File: config.mk
export PLATFORM = sky130hd
export DESIGN_NAME = gtpm_timing
export DESIGN_NICKNAME = d
export VERILOG_FILES = /design/src/rtl/gtpm_pkg.sv /design/src/rtl/gtpm_timing.sv /design/src/rtl/gtpm_pulse_gen.sv
export SDC_FILE = /design/constraint.sdc
export NUM_CORES = 1
export LEC_CHECK = 0
export BUFFER_PORTS_ARGS = -buffer_cell sky130_fd_sc_hd__buf_2
export CAP_MARGIN = 25
export CORE_MARGIN = 3
export CORE_UTILIZATION = 50
export DETAILED_ROUTE_END_ITERATION = 10
export GPL_TIMING_DRIVEN = 0
export PLACE_DENSITY = 0.63
export SLEW_MARGIN = 0
export SYNTH_ARGS = -nofsm -noshare
export SYNTH_HDL_FRONTEND = slang
export SYNTH_SLANG_ARGS = --single-unit
File: constraint.sdc
create_clock -name clk -period 6.7 [get_ports clk]
set_input_delay 0 -clock clk [delete_from_list [all_inputs] [get_ports clk]]
set_output_delay 0 -clock clk [all_outputs]
set_load 0.05 [all_outputs]
File: src/rtl/gtpm_pkg.sv
package gtpm_pkg;
  localparam int CLK_HZ = 50000000;
  // Register indices (byte address = index * 4 is not used; plain port)
  localparam logic [3:0] A_CTRL = 4'h0;
  localparam logic [3:0] A_PER0 = 4'h1;
  localparam logic [3:0] A_PER1 = 4'h2;
  localparam logic [3:0] A_UNC = 4'h3;
  localparam logic [3:0] A_LIMIT = 4'h4;
  localparam logic [3:0] A_SIG = 4'h5;
  localparam logic [3:0] A_TIME = 4'h6;
  localparam logic [3:0] A_STAT = 4'h7;
  localparam logic [3:0] A_IRQ_ST = 4'h8;
  localparam logic [3:0] A_IRQ_EN = 4'h9;
  localparam logic [3:0] A_IRQ_CLR = 4'hA;
  localparam logic [3:0] A_TS_AR = 4'hB;
  localparam logic [3:0] A_TS_AF = 4'hC;
  localparam logic [3:0] A_TS_BR = 4'hD;
  localparam logic [3:0] A_TS_BF = 4'hE;
  localparam logic [3:0] A_CNT = 4'hF;
  // Control fields
  localparam int C_EN0 = 0;
  localparam int C_EN1 = 1;
  localparam int C_UTC0 = 2;
  localparam int C_UTC1 = 3;
  localparam int C_MODE = 4;
  localparam int C_SURV_OK = 6;
  localparam int C_POS_IN = 7;
  localparam int C_SINGLE = 8;
  localparam logic [31:0] CTRL_RST = 32'h0000_0001;
  // 1 Hz at 50 MHz: half period in cycles
  localparam logic [31:0] PER_1HZ = 32'h017D_7840;
  localparam logic [31:0] PER_MIN = 32'h0000_0002;
  // Leap offset between civil and satellite scales, cycles (arbitrary default)
  localparam logic [31:0] UTC_OFS = 32'h0000_0000;
  // Ambiguity increments in ns
  localparam logic [31:0] AMB_EPOCH_NS = 32'h000F_4240;
  localparam logic [31:0] AMB_BIT_NS = 32'h0131_2D00;
  localparam logic [31:0] AMB_SUBF_NS = 32'h0000_0000;
  // Interrupt bits
  localparam int I_TP0 = 0;
  localparam int I_EVA = 1;
  localparam int I_EVB = 2;
  localparam int I_FIXED = 3;
  localparam int I_GATE = 4;
  typedef enum logic [1:0] {
    GTPM_DISABLED = 2'b00,
    GTPM_SURVEY = 2'b01,
    GTPM_FIXED = 2'b10
  } gtpm_mode_e;
  typedef struct packed {
    logic [31:0] addr_pad;
    logic [3:0] addr;
    logic [31:0] wdata;
    logic wr;
    logic rd;
  } gtpm_bus_s;
  typedef struct packed {
    logic rise;
    logic fall;
  } gtpm_edge_s;
endpackage : gtpm_pkg

File: src/rtl/gtpm_timing.sv
`timescale 1ns/1ps
// Summary of operation
// Two independent pulse outputs, rate set anywhere 0.25 Hz to 10 MHz; the code gives only 25 MHz / half_period, half_period 2 or more.
// Each pulse aligns to civil or satellite time scale.
// Pulses from clock; below 2 Hz next pulse phase reported beforehand.
// Reported time refers to the preceding pulse instant.
// Both edges of both event inputs stamped, counted and reported.
// Stamps resolve finer than one microsecond.
// Event stamps use the primary pulse's time scale.
// Uncertainty compared with accuracy limit; pulses gated off on failure.
// Uncertainty includes unresolved epoch, bit and sub-frame ambiguities.
// No pulses during duty-cycle off phase.
// After reset primary pulse enabled at one pulse per second.
// Outside circuitry must not hold secondary pulse pin low at start-up.
// Time mode disabled, survey-in then auto fixed, or entered fixed.
// Single-signal timing only in fixed mode.
// Integrity flag set when signals in use exceed required minimum.
// Aiding pulse on event input plus aiding message resolve ambiguity; the code clears the ambiguity terms on the aiding message alone.
// Separate wrapping rise and fall counters per event input.
// Disabled outputs held at inactive low level.
module gtpm_timing (
  input wire logic clk,
  input wire logic rst_b,
  input wire logic ce,
  input wire logic [3:0] addr,
  input wire logic [31:0] wdata,
  input wire logic wr,
  input wire logic rd,
  output logic [31:0] rdata,
  input wire logic event_input_a,
  input wire logic event_input_b,
  input wire logic duty_off,
  input wire logic time_aiding_msg,
  input wire logic [2:0] amb_flags,
  output logic primary_pulse_out,
  output logic secondary_pulse_out,
  output logic phase_report,
  output logic integrity_active,
  output logic irq
);
  logic [31:0] ctrl_r;
  logic [31:0] per0_r;
  logic [31:0] per1_r;
  logic [31:0] unc_r;
  logic [31:0] limit_r;
  logic [7:0] sig_used_r;
  logic [7:0] sig_min_r;
  logic [31:0] time_r;
  logic [31:0] pulse_time_r;
  logic [4:0] irq_st_r;
  logic [4:0] irq_en_r;
  logic [1:0] mode_r;
  logic [31:0] ts_r [4];
  logic [7:0] cnt_r [4];
  logic [1:0] ev_s1_r;
  logic [1:0] ev_s2_r;
  logic [1:0] ev_d_r;
  logic [31:0] unc_tot;
  logic gate_ok;
  logic run0;
  logic run1;
  logic p0;
  logic p1;
  logic r0;
  logic r1;
  logic fixed_ev;
  gtpm_pkg::gtpm_edge_s [1:0] ev_edge;

  function automatic logic [31:0] scale_time(input logic utc, input logic [31:0] t);
    scale_time = utc ? t - gtpm_pkg::UTC_OFS : t;
  endfunction : scale_time

  // Register writes and time-mode control
  always_ff @(posedge clk or negedge rst_b) begin
    if (!rst_b) begin
      ctrl_r <= gtpm_pkg::CTRL_RST;
      per0_r <= gtpm_pkg::PER_1HZ;
      per1_r <= gtpm_pkg::PER_1HZ;
      unc_r <= '0;
      limit_r <= 32'hFFFF_FFFF;
      sig_used_r <= 8'h04; // Default count keeps the 1 Hz pulse ungated, see
      sig_min_r <= 8'h04;
      irq_en_r <= '0;
    end else if (ce && wr) begin
      case (addr)
        gtpm_pkg::A_CTRL: ctrl_r <= wdata;
        gtpm_pkg::A_PER0: per0_r <= wdata;
        gtpm_pkg::A_PER1: per1_r <= wdata;
        gtpm_pkg::A_UNC: unc_r <= wdata;
        gtpm_pkg::A_LIMIT: limit_r <= wdata;
        gtpm_pkg::A_SIG: begin
          sig_used_r <= wdata[7:0];
          sig_min_r <= wdata[15:8];
        end
        gtpm_pkg::A_IRQ_EN: irq_en_r <= wdata[4:0];
        default: ;
      endcase
    end
  end

  always_ff @(posedge clk or negedge rst_b) begin
    if (!rst_b) begin
      mode_r <= gtpm_pkg::GTPM_DISABLED;
    end else if (ce) begin
      case (mode_r)
        gtpm_pkg::GTPM_DISABLED: begin
          if (ctrl_r[gtpm_pkg::C_POS_IN]) begin
            mode_r <= gtpm_pkg::GTPM_FIXED;
          end else if (ctrl_r[gtpm_pkg::C_MODE +: 2] == gtpm_pkg::GTPM_SURVEY) begin
            mode_r <= gtpm_pkg::GTPM_SURVEY;
          end
        end
        gtpm_pkg::GTPM_SURVEY: begin
          if (ctrl_r[gtpm_pkg::C_SURV_OK] || ctrl_r[gtpm_pkg::C_POS_IN]) begin
            mode_r <= gtpm_pkg::GTPM_FIXED;
          end else if (ctrl_r[gtpm_pkg::C_MODE +: 2] == gtpm_pkg::GTPM_DISABLED) begin
            mode_r <= gtpm_pkg::GTPM_DISABLED;
          end
        end
        gtpm_pkg::GTPM_FIXED: begin
          if (ctrl_r[gtpm_pkg::C_MODE +: 2] == gtpm_pkg::GTPM_DISABLED
              && !ctrl_r[gtpm_pkg::C_POS_IN]) begin
            mode_r <= gtpm_pkg::GTPM_DISABLED;
          end
        end
        default: mode_r <= gtpm_pkg::GTPM_DISABLED;
      endcase
    end
  end
  assign fixed_ev = (mode_r == gtpm_pkg::GTPM_SURVEY) && ctrl_r[gtpm_pkg::C_SURV_OK];

  // Uncertainty with ambiguity terms; aiding clears them
  always_comb begin
    unc_tot = unc_r;
    if (!time_aiding_msg) begin
      if (amb_flags[0]) unc_tot = unc_tot + gtpm_pkg::AMB_EPOCH_NS;
      if (amb_flags[1]) unc_tot = unc_tot + gtpm_pkg::AMB_BIT_NS;
      if (amb_flags[2]) unc_tot = 32'hFFFF_FFFF;
    end
  end
  // Single signal allowed only in fixed mode
  assign gate_ok = (unc_tot <= limit_r)
    && (sig_used_r > 8'h01 || (mode_r == gtpm_pkg::GTPM_FIXED
    && ctrl_r[gtpm_pkg::C_SINGLE] && sig_used_r == 8'h01));
  assign run0 = ctrl_r[gtpm_pkg::C_EN0] && gate_ok && !duty_off;
  assign run1 = ctrl_r[gtpm_pkg::C_EN1] && gate_ok && !duty_off;

  gtpm_pulse_gen #(.W(32)) u_tp0 (
    .clk(clk), .rst_b(rst_b), .ce(ce), .enable(run0),
    .half_period(per0_r), .phase_ofs(scale_time(ctrl_r[gtpm_pkg::C_UTC0], '0)),
    .pulse(p0), .rise(r0)
  );
  gtpm_pulse_gen #(.W(32)) u_tp1 (
    .clk(clk), .rst_b(rst_b), .ce(ce), .enable(run1),
    .half_period(per1_r), .phase_ofs(scale_time(ctrl_r[gtpm_pkg::C_UTC1], '0)),
    .pulse(p1), .rise(r1)
  );

  // Time base and pulse outputs
  always_ff @(posedge clk or negedge rst_b) begin
    if (!rst_b) begin
      time_r <= '0;
      pulse_time_r <= '0;
      primary_pulse_out <= 1'b0;
      secondary_pulse_out <= 1'b0;
      phase_report <= 1'b0;
      integrity_active <= 1'b0;
    end else if (ce) begin
      time_r <= time_r + 32'h0000_0014; // 20 ns steps, see
      if (r0) pulse_time_r <= scale_time(ctrl_r[gtpm_pkg::C_UTC0], time_r);
      primary_pulse_out <= p0 & run0;
      secondary_pulse_out <= p1 & run1;
      // Slow rates: announce next phase at the falling half
      phase_report <= run0 && (per0_r > (gtpm_pkg::PER_1HZ >> 1)) && !p0;
      integrity_active <= sig_used_r > sig_min_r;
    end
  end

  // Event inputs: two-flop sync then edge detect
  always_ff @(posedge clk or negedge rst_b) begin
    if (!rst_b) begin
      ev_s1_r <= '0;
      ev_s2_r <= '0;
      ev_d_r <= '0;
    end else if (ce) begin
      ev_s1_r <= {event_input_b, event_input_a};
      ev_s2_r <= ev_s1_r;
      ev_d_r <= ev_s2_r;
    end
  end

  genvar g;
  generate
    for (g = 0; g < 2; g++) begin : g_ev
      assign ev_edge[g].rise = ev_s2_r[g] & ~ev_d_r[g];
      assign ev_edge[g].fall = ~ev_s2_r[g] & ev_d_r[g];
      always_ff @(posedge clk or negedge rst_b) begin
        if (!rst_b) begin
          ts_r[2*g] <= '0;
          ts_r[2*g+1] <= '0;
          cnt_r[2*g] <= '0;
          cnt_r[2*g+1] <= '0;
        end else if (ce) begin
          if (ev_edge[g].rise) begin
            ts_r[2*g] <= scale_time(ctrl_r[gtpm_pkg::C_UTC0], time_r);
            cnt_r[2*g] <= cnt_r[2*g] + 8'h01;
          end
          if (ev_edge[g].fall) begin
            ts_r[2*g+1] <= scale_time(ctrl_r[gtpm_pkg::C_UTC0], time_r);
            cnt_r[2*g+1] <= cnt_r[2*g+1] + 8'h01;
          end
        end
      end
    end
  endgenerate

  // Interrupt status: set wins over clear
  always_ff @(posedge clk or negedge rst_b) begin
    if (!rst_b) begin
      irq_st_r <= '0;
      irq <= 1'b0;
    end else if (ce) begin
      irq_st_r <= (irq_st_r & ~((wr && addr == gtpm_pkg::A_IRQ_CLR) ? wdata[4:0] : 5'h00))
        | {!gate_ok, fixed_ev, |ev_edge[1], |ev_edge[0], r0};
      irq <= |(irq_st_r & irq_en_r);
    end
  end

  always_ff @(posedge clk or negedge rst_b) begin
    if (!rst_b) begin
      rdata <= '0;
    end else if (ce) begin
      rdata <= '0;
      if (rd) begin
        case (addr)
          gtpm_pkg::A_CTRL: rdata <= ctrl_r;
          gtpm_pkg::A_PER0: rdata <= per0_r;
          gtpm_pkg::A_PER1: rdata <= per1_r;
          gtpm_pkg::A_UNC: rdata <= unc_tot;
          gtpm_pkg::A_LIMIT: rdata <= limit_r;
          gtpm_pkg::A_SIG: rdata <= {16'h0000, sig_min_r, sig_used_r};
          gtpm_pkg::A_TIME: rdata <= pulse_time_r;
          gtpm_pkg::A_STAT: rdata <= {28'h0000000, integrity_active, gate_ok, mode_r};
          gtpm_pkg::A_IRQ_ST: rdata <= {27'h0000000, irq_st_r};
          gtpm_pkg::A_IRQ_EN: rdata <= {27'h0000000, irq_en_r};
          gtpm_pkg::A_TS_AR: rdata <= ts_r[0];
          gtpm_pkg::A_TS_AF: rdata <= ts_r[1];
          gtpm_pkg::A_TS_BR: rdata <= ts_r[2];
          gtpm_pkg::A_TS_BF: rdata <= ts_r[3];
          gtpm_pkg::A_CNT: rdata <= {cnt_r[3], cnt_r[2], cnt_r[1], cnt_r[0]};
          default: rdata <= '0;
        endcase
      end
    end
  end

  a_pulse_gated: assert property (@(posedge clk) disable iff (!rst_b)
    ce && duty_off |=> !primary_pulse_out && !secondary_pulse_out)
    else $error("pulse driven during off phase");
  a_raim_flag: assert property (@(posedge clk) disable iff (!rst_b)
    ce |=> integrity_active == $past(sig_used_r > sig_min_r))
    else $error("integrity flag mismatch");
  a_gate_limit: assert property (@(posedge clk) disable iff (!rst_b)
    ce && unc_tot > limit_r |=> !primary_pulse_out)
    else $error("pulse not gated by uncertainty");
  a_cnt_rise: assert property (@(posedge clk) disable iff (!rst_b)
    ce && ev_edge[0].rise |=> cnt_r[0] == $past(cnt_r[0]) + 8'h01)
    else $error("rise counter not advanced");
  a_ts_fall: assert property (@(posedge clk) disable iff (!rst_b)
    ce && ev_edge[1].fall |=> ts_r[3] == scale_time(ctrl_r[gtpm_pkg::C_UTC0], $past(time_r)))
    else $error("fall stamp wrong");
  a_single_sig: assert property (@(posedge clk) disable iff (!rst_b)
    sig_used_r == 8'h01 && mode_r != gtpm_pkg::GTPM_FIXED |-> !gate_ok)
    else $error("single signal outside fixed mode");
  a_survey_fix: assert property (@(posedge clk) disable iff (!rst_b)
    ce && fixed_ev |=> mode_r == gtpm_pkg::GTPM_FIXED)
    else $error("survey did not fix");
  a_pulse_time: assert property (@(posedge clk) disable iff (!rst_b)
    ce && r0 |=> pulse_time_r == scale_time(ctrl_r[gtpm_pkg::C_UTC0], $past(time_r)))
    else $error("pulse time not latched");
endmodule : gtpm_timing

File: src/rtl/gtpm_pulse_gen.sv
`timescale 1ns/1ps
module gtpm_pulse_gen #(
  parameter int W = 32
) (
  input wire logic clk,
  input wire logic rst_b,
  input wire logic ce,
  input wire logic enable,
  input wire logic [W-1:0] half_period,
  input wire logic [W-1:0] phase_ofs,
  output logic pulse,
  output logic rise
);
  logic [W-1:0] cnt_r;
  logic [W-1:0] lim;
  assign lim = (half_period < gtpm_pkg::PER_MIN[W-1:0]) ? gtpm_pkg::PER_MIN[W-1:0] : half_period;
  always_ff @(posedge clk or negedge rst_b) begin
    if (!rst_b) begin
      cnt_r <= '0;
      pulse <= 1'b0;
      rise <= 1'b0;
    end else if (ce) begin
      rise <= 1'b0;
      if (!enable) begin
        cnt_r <= phase_ofs;
        pulse <= 1'b0;
      end else if (cnt_r >= lim - 1'b1) begin
        cnt_r <= '0;
        pulse <= ~pulse;
        rise <= ~pulse;
      end else begin
        cnt_r <= cnt_r + 1'b1;
      end
    end
  end
endmodule : gtpm_pulse_gen

==> results of run 1 <==
## report_power, final
group | total [mW] | switching [mW] | internal [mW]
Clock | 3.29 | 1.33 | 1.96
Combinational | 2.24 | 1.32 | 0.919
Sequential | 4.22 | 0.620 | 3.60
Total | 9.75 | 3.27 | 6.48
## worst reg2reg max path: cells and delay by family (launching register included)
family / cells / cell delay [ns]
simple gates: 3 / 0.50
flops: 1 / 0.38
fa+ha+maj: 2 / 0.62
xor+xnor: 2 / 0.57
compound gates: 12 / 3.72
buf+inv: 1 / 0.32
## worst paths after layout
kind                                        from                       endpoint  slack [ns]  cells past startpoint
max in group asynchronous                  rst_b           ts_r[84]$_DFFE_PN0P_        4.67                      5
min in group clk                              rd           rdata[5]$_DFFE_PN0P_        0.06                      3
hold reg to reg            cnt_r[23]$_DFFE_PN0P_          cnt_r[23]$_DFFE_PN0P_        0.47                      1
setup reg to reg            unc_r[6]$_DFFE_PN0P_    u_tp0.cnt_r[27]$_DFFE_PN0P_        0.51                     20
setup / recovery            unc_r[6]$_DFFE_PN0P_    u_tp0.cnt_r[27]$_DFFE_PN0P_        0.51                     20
hold / removal                             rst_b  primary_pulse_out$_DFFE_PN0P_        0.05                      2
## area by class of cell
cell class	instances	area share
repair buffers	121	0.0278
well taps	748	0.0292
plain buffers	161	0.0216
flip-flops and latches	510	0.401
inverters	72	0.00844
multi-input cells	1906	0.451
clock inverters	16	0.00984
clock buffers	85	0.0512
## routing by layer
layer / part of all wire / global-route usage / wire length [um]
met1: 0.44 / 0.479 / 43200
met2: 0.43 / 0.495 / 42600
met3: 0.079 / 0.0500 / 7810
met4: 0.050 / 0.143 / 4950
met5: 0.00013 / 0 / 13
## cells in the final DEF, fill, tap and decap left out, types with 13 or more instances in the layout
cell type      Yosys  routed
clkbuf_16          0      56
dlygate4sd3_1      0      36
ha_1             119     119
nand3_1           81      81
clkbuf_8           0      13
xnor2_1          121     121
nor4_1            24      21
clkbuf_1         107     123
a221oi_1          49      49
buf_1             32      32
nand2b_1          16      16
o2bb2ai_1         14      14
dfstp_2           59      59
a31oi_1           28      28
nand4_1           53      53
a22oi_1           52      52
mux2i_1           17      17
inv_1             70      70
nor3_1            40      40
and3_1            37      37
nand2_1          206     206
nor2b_1           19      19
mux2_2           285     285
a21o_1            40      40
a22o_1            52      52
buf_2              9      87
nor2_1           176     176
a222oi_1          13      13
xor2_1            70      70
a21oi_1           68      67
o21ai_0          106     106
dfrtp_1          451     451
## kinds of logic (layout without fill, tap and decap cells)
logic type               count (synthesis)  after routing  share of synthesized area
XOR/XNOR                               194            194                     0.0610
flip-flops                             510            510                      0.455
adder cells (fa/ha/maj)                119            119                     0.0527
multiplexers                           302            302                      0.120
AND/OR/NAND/NOR                        744            744                      0.132
AO/OA/AOI/OAI                          547            547                      0.145
buffers and inverters                  233            455                     0.0341
## what timing repair did
action | in CTS | in global routing
hold endpoints to repair | 304 | 0
endpoints found under the setup margin | 0 | 20
gates resized for setup | 0 | 1
hold buffers | 36 | 0
==> results.txt, run 1 <==
Hold Slack - 0.0498 ns
initial antenna violation count - 3
required time worst endpoint - 7.24 ns
setup bufs post-CTS - 0
Post-Syn Area - 28,200 um^2
fin cells - 3,619
Post-synth EDFFs - 0
die area - 59,300 um^2
top post-synthesis cells by area - dfrtp_1 40%, mux2_2 11%, dfstp_2 5.5%
final hold viol count - 0
# rows - 86
Max-cap violations - 0
sequence of cells on the critical path - ha_1, a21oi_4, o311ai_1, xnor2_1, o221ai_2, a211o_2, a2111oi_2, xnor2_1, nor3_2, nor2_1, ha_1, a21o_1, a21o_1, a221oi_1, o211ai_1, a311o_1, a211oi_1, a21oi_2, clkbuf_1, nor2_1
max-slew violations - 0
clk sinks - 510
routed len/inst - 27.3 um
commonest cells in the netlist - 451 x dfrtp_1, 285 x mux2_2, 206 x nand2_1, 176 x nor2_1, 121 x xnor2_1
Worst-Skew Late Latency - 0.64 ns
antenna cells - 0
Die Y - 244 um
register area share after synthesis - 0.455
syn_nets - 2,816
Multi-input gate area - 14,500 um^2
Cell Pwr Density - 304 nW/um^2
total grt overflow - 0
Hold Crit Class - in2async
endpoints failing setup - 0
Max stage delay on crit path - 0.72 ns
Relative slew margins - 0.284
FMAX - 162 MHz
TritonCTS Buffers - 56
pre-CTS setup slack - 0.323 ns
P_leak - 14.2 nW
Async S/R FF share, synth - 1.00
Design Power - 9.75 mW
Port Buffers - 79
Final ANT Viol Nets - 0
clk slew on worst S/H paths - 0.06 ns
Slew @ Worst Pin - 1.07 ns
routability cong. - 0.985
drt first-iter violations - 2,437
area leader, netlist - dfrtp_1
CP delay by family, top - compound AO/OA/AOI/OAI gates
drt via density - 6.35
drt first pass iters - 8
clock root cell - clkbuf_16
Data arrival, critical path - 6.72 ns
Synth warnings - 0
DP Area - 29,700 um^2
post-detail-place hpwl - 75.3 mm
setup TNS - 0 ns
NumNets Final - 2,995
placed instance count - 3,482
Setup Skew - 0.0399 ns
CP max FO - 10
WS Path Type - reg2reg
largest net degree at the start of global routing - 119
crit end category - flop
min Tclk post-route - 6.19 ns
layout overhead on the synthesized area - 13.5%
most common cell in the netlist - dfrtp_1
Reg with most FFs - ts_r
TritonCTS clock tree - done
number of fill cells - 4,757
GRT Overall Usage - 0.331
area share of the largest cell type after synthesis - 0.400
Cell variety after synth - 102
Main synth FF type - dfrtp_1
first-pass GRT wire length - 147 mm
DRC Markers - 0
crit path max-delay cell type - a211oi_1
Initial Utilization - 0.508
RSZ-0062 raised after global routing - no
share of layout cells above drive strength 1 - 0.210
average cell area after synthesis - 10.7 um^2
FF+latch area - 12,800 um^2
Critical Path Start Type - flop
core area - 55,500 um^2
Synth Instances - 2,649
post-layout util - 0.577
Yosys reg bits - 510
worst-case clock buffer depth - 3
die width - 244 um
WP buf/inv - 1
max reg flops - 120
Ports - 85
drt total wl - 98.6 mm
H-tree levels - 2
outcome - finished, final reports clean
via count - 23,000
via count of the first global-routing pass - 22,200
setup ws final - 0.513 ns
fin crit share - 0.923
Max IR drop VDD - 0.270 mV
design area - 32,000 um^2
(Power assumes the default switching activity.)
==> run 2: changes to the inputs <==
--- a/config.mk
+++ b/config.mk
@@ -5,6 +5,7 @@
 export SDC_FILE = /design/constraint.sdc
 export NUM_CORES = 1
 export LEC_CHECK = 0
+export ABC_AREA = 1
 export BUFFER_PORTS_ARGS = -buffer_cell sky130_fd_sc_hd__buf_2
 export CAP_MARGIN = 25
 export CORE_MARGIN = 3
==> run 2 against run 1 <==
  * Via count rose by 15%
  * Final cell count rose by 23%
  * Worst hold slack got worse by 0.031 ns
  * Combinational power rose by 8%
  * Die area barely moved
  * Critical path depth rose by 7
  * Flip-flop and latch count did not move
  * Count of clock-buffer cells in the layout fell by 7
  * Clock skew fell by 0.0083 ns
  * Highest routed layer unchanged
==> results.txt, run 2 <==
cell internal pwr - 6.38 mW (-1.5%)
multiplexer area fraction after synthesis - 0 (-0.120)
RR Endpoint - u_tp1.cnt_r[25]$_DFFE_PN0P_
FMAX - 172 MHz (+6.3%)
fin cells - 4,469 (+23%)
Final ANT Viol Nets - 0 (unchanged)
FF-to-FF Start - per1_r[23]$_DFFE_PN0P_
Multi-input gate area - 13,600 um^2 (-6.1%)
clk sinks - 510 (unchanged)
Yosys reg bits - 510 (unchanged)
routed len/inst - 23.4 um (-14%)
Max IR drop VDD - 0.252 mV (-6.6%)
Synth Area in Adders - 0.0527 (about the same)
share of layout cells above drive strength 1 - 0.0965 (-0.114)
# rows - 86 (unchanged)
Initial Utilization - 0.509 (about the same)
Synth Area in XOR/XNOR - 0.0505 (-0.0105)
design area - 32,100 um^2 (+0.27%)
reg2reg setup slack - 0.88 ns (+0.37 ns)
layout overhead on the synthesized area - 13.7%
worst-case clock buffer depth - 3 (unchanged)
WS Path Type - reg2reg
Synth Area in Compound Gates - 0.141 (-0.00415)
Port Buffers - 83 (+5.1%)
via count of the first global-routing pass - 25,200 (+13%)
drt first pass iters - 5 (-3)
drt total wl - 105 mm (+6.2%)
TritonCTS Buffers - 56 (unchanged)
CP max FO - 10 (unchanged)
min Tclk post-route - 5.82 ns (-0.367 ns)
register area share after synthesis - 0.454 (about the same)
routability cong. - 0.958 (-2.7%)
Reg with most FFs - ts_r
largest family of logic cells by synthesized area - simple AND/OR/NAND/NOR gates
Reg2Reg Depth - 27 (+35%)
combinational group share of total power - 0.243 (+0.014)
post-cts gate resize count - 0 (unchanged)
fin crit share - 0.869 (-0.0548)
average cell area after synthesis - 8.10 um^2 (-24%)
number of fill cells - 5,158 (+8.4%)
DRC Markers - 0 (unchanged)
simple-gate share of the synthesized area - 0.236 (+0.103)
H-tree levels - 2 (unchanged)
syn_nets - 3,654 (+30%)
endpoints failing setup - 0 (unchanged)
Post-Syn Area - 28,200 um^2 (about the same)
GRT Overall Usage - 0.351 (+0.0199)
outcome - finished, final reports clean
setup TNS - 0 ns (unchanged)
Data arrival, critical path - 6.30 ns (-0.42 ns)
most frequent cells in the layout - 891 x nand2_1, 451 x dfrtp_1, 423 x o21ai_0
Die Y - 244 um (about the same)
crit end category - flop
Critical Path Start Type - flop
drt first-iter violations - 3,127 (+28%)
largest net degree at the start of global routing - 119 (unchanged)
die width - 244 um (about the same)
area leader, netlist - dfrtp_1
part of the power in registers - 0.428 (-0.005)
Slew @ Worst Pin - 1.05 ns (-0.0275 ns)
first-pass GRT wire length - 158 mm (+7.3%)
Relative slew margins - 0.303 (+0.0183)
Worst-Skew Late Latency - 0.65 ns (about the same)
required time worst endpoint - 7.18 ns (-0.06 ns)
total grt overflow - 0 (unchanged)
Net Switching - 3.56 mW (+8.9%)
commonest cells in the netlist - 891 x nand2_1, 451 x dfrtp_1, 423 x o21ai_0, 335 x inv_1, 252 x nor2_1
Async S/R FF share, synth - 1.00 (unchanged)
die area - 59,400 um^2 (about the same)
final hold viol count - 0 (unchanged)
Cell variety after synth - 68 (-33%)
via count - 26,500 (+15%)
initial antenna violation count - 2 (-1)
DP Area - 29,800 um^2 (+0.19%)
commonest non-fill, non-tap cell in the layout - nand2_1
top post-synthesis cells by area - dfrtp_1 40%, nand2_1 12%, o21ai_0 7.5%
Max-cap violations - 0 (unchanged)
P_leak - 15.1 nW (+6.0%)
most common cell in the netlist - nand2_1
NumNets Final - 3,842 (+28%)
clock power share - 0.329 (-0.009)
antenna cells - 0 (unchanged)
clk slew on worst S/H paths - 0.06 ns (about the same)
Main synth FF type - dfrtp_1
Synth Instances - 3,487 (+32%)
Hold Crit Class - in2async
Setup Skew - 0.0315 ns (-0.00832 ns)
max-slew violations - 0 (unchanged)
core area - 55,500 um^2 (unchanged)
clock root cell - clkbuf_16
post-detail-place hpwl - 80.4 mm (+6.9%)
max reg flops - 120 (unchanged)
Cell Pwr Density - 309 nW/um^2 (+1.7%)
FF+latch area - 12,800 um^2 (unchanged)
TritonCTS clock tree - done
placed instance count - 4,325 (+24%)
Synth warnings - 0 (unchanged)
Ports - 85 (unchanged)
Post-synth EDFFs - 0 (unchanged)
Hold Slack - 0.0186 ns (-0.0313 ns)
Switching Share - 0.358 (+0.0229)
drt via density - 5.92 (-6.9%)
RSZ-0062 raised after global routing - no
area share of the largest cell type after synthesis - 0.400 (about the same)
-- run 2: cell types whose count changed after synthesis, moves of 28 or more --
cell | before | now
nand2_1 | 206 | 891
o21ai_0 | 106 | 423
mux2_2 | 285 | 0
inv_1 | 70 | 335
xnor2_1 | 121 | 15
nor2_1 | 176 | 252
xor2_1 | 70 | 144
nand3_1 | 81 | 148
a22oi_1 | 52 | 3
a21oi_1 | 68 | 105
a21o_1 | 40 | 4
and3_1 | 37 | 4
a22o_1 | 52 | 23
buf_1 | 32 | 4
-- run 2: worst max-delay path: stages, from the launching register on --
cell and delay [ns]:
dfrtp_1 0.56, nor2_1 0.25, nand2_1 0.08, nor2_1 0.13, nand4_1 0.12, o21ai_0 0.30, ha_1 0.28, nand3_1 0.13
nor2_1 0.36, nand2_1 0.15, nor2_1 0.17, nand2_1 0.12, nor2_1 0.24, nand4_1 0.18, nor2_1 0.15, xor2_1 0.36
ha_1 0.19, nand2_1 0.04, inv_1 0.06, nand3_1 0.09, nor3_1 0.28, and3_1 0.28, nand2_1 0.07, nand2_1 0.06
a21oi_1 0.05, nand2_1 0.35, clkbuf_1 0.45, a21oi_1 0.14
-- run 2: cell type report --
cell class / instances / area share
tap: 748 / 0.0291
inverter: 348 / 0.0407
buffer: 129 / 0.0169
clock buffer: 78 / 0.0503
multi-input combinational: 2500 / 0.422
clock inverter: 26 / 0.0102
sequential: 510 / 0.400
timing repair buffer: 130 / 0.0309
-- run 2: timing repair --
item                      CTS  global route
hold buffers               38             0
setup buffers               0             0
hold endpoints to repair  309             0
-- run 2: worst max path at each step --
stage                                  endpoint                    from  slack, ns
global route        u_tp1.cnt_r[30]$_DFFE_PN0P_  per1_r[23]$_DFFE_PN0P_       0.42
CTS                 u_tp1.cnt_r[25]$_DFFE_PN0P_  per1_r[23]$_DFFE_PN0P_       1.07
finish              u_tp1.cnt_r[25]$_DFFE_PN0P_  per1_r[23]$_DFFE_PN0P_       0.88
floorplan           u_tp0.cnt_r[20]$_DFFE_PN0P_  per0_r[16]$_DFFE_PN1P_       2.49
global placement         time_r[28]$_DFFE_PN0P_                   rst_b      -4.79
detailed placement  u_tp1.cnt_r[25]$_DFFE_PN0P_  per1_r[23]$_DFFE_PN0P_       1.11
-- run 2: kinds of logic (layout without fill, tap and decap cells) --
logic type,Yosys count,in the layout
xor+xnor,161,161
simple gates,1529,1529
compound gates,691,691
fa+ha+maj,119,119
flops,510,510
buf+inv,477,711
-- run 2: metrics by stage --
stage	total power [mW]	util	worst slack (ns)
after floorplan	5.72	-	2.49
after global placement	6.52	0.533	-4.79
after detailed placement	6.62	0.536	1.11
after CTS	9.91	0.578	1.07
after global routing	10.4	0.579	0.420
final	9.94	0.579	0.880
-- run 2: metal layers --
layer  GRT usage  part of all wire
met1       0.503              0.43
met2       0.532              0.44
met3      0.0561             0.090
met4       0.140             0.045
met5           0           0.00011
-- run 2: power groups by stage --
stage,Combinational (mW),Sequential [mW],Clock [mW]
6_report,2.41,4.26,3.27
5_1_grt,2.71,4.31,3.41
4_1_cts,2.38,4.23,3.30
3_5_place_dp,2.34,4.28,0
3_3_place_gp,2.27,4.25,0
2_1_floorplan,1.54,4.17,0
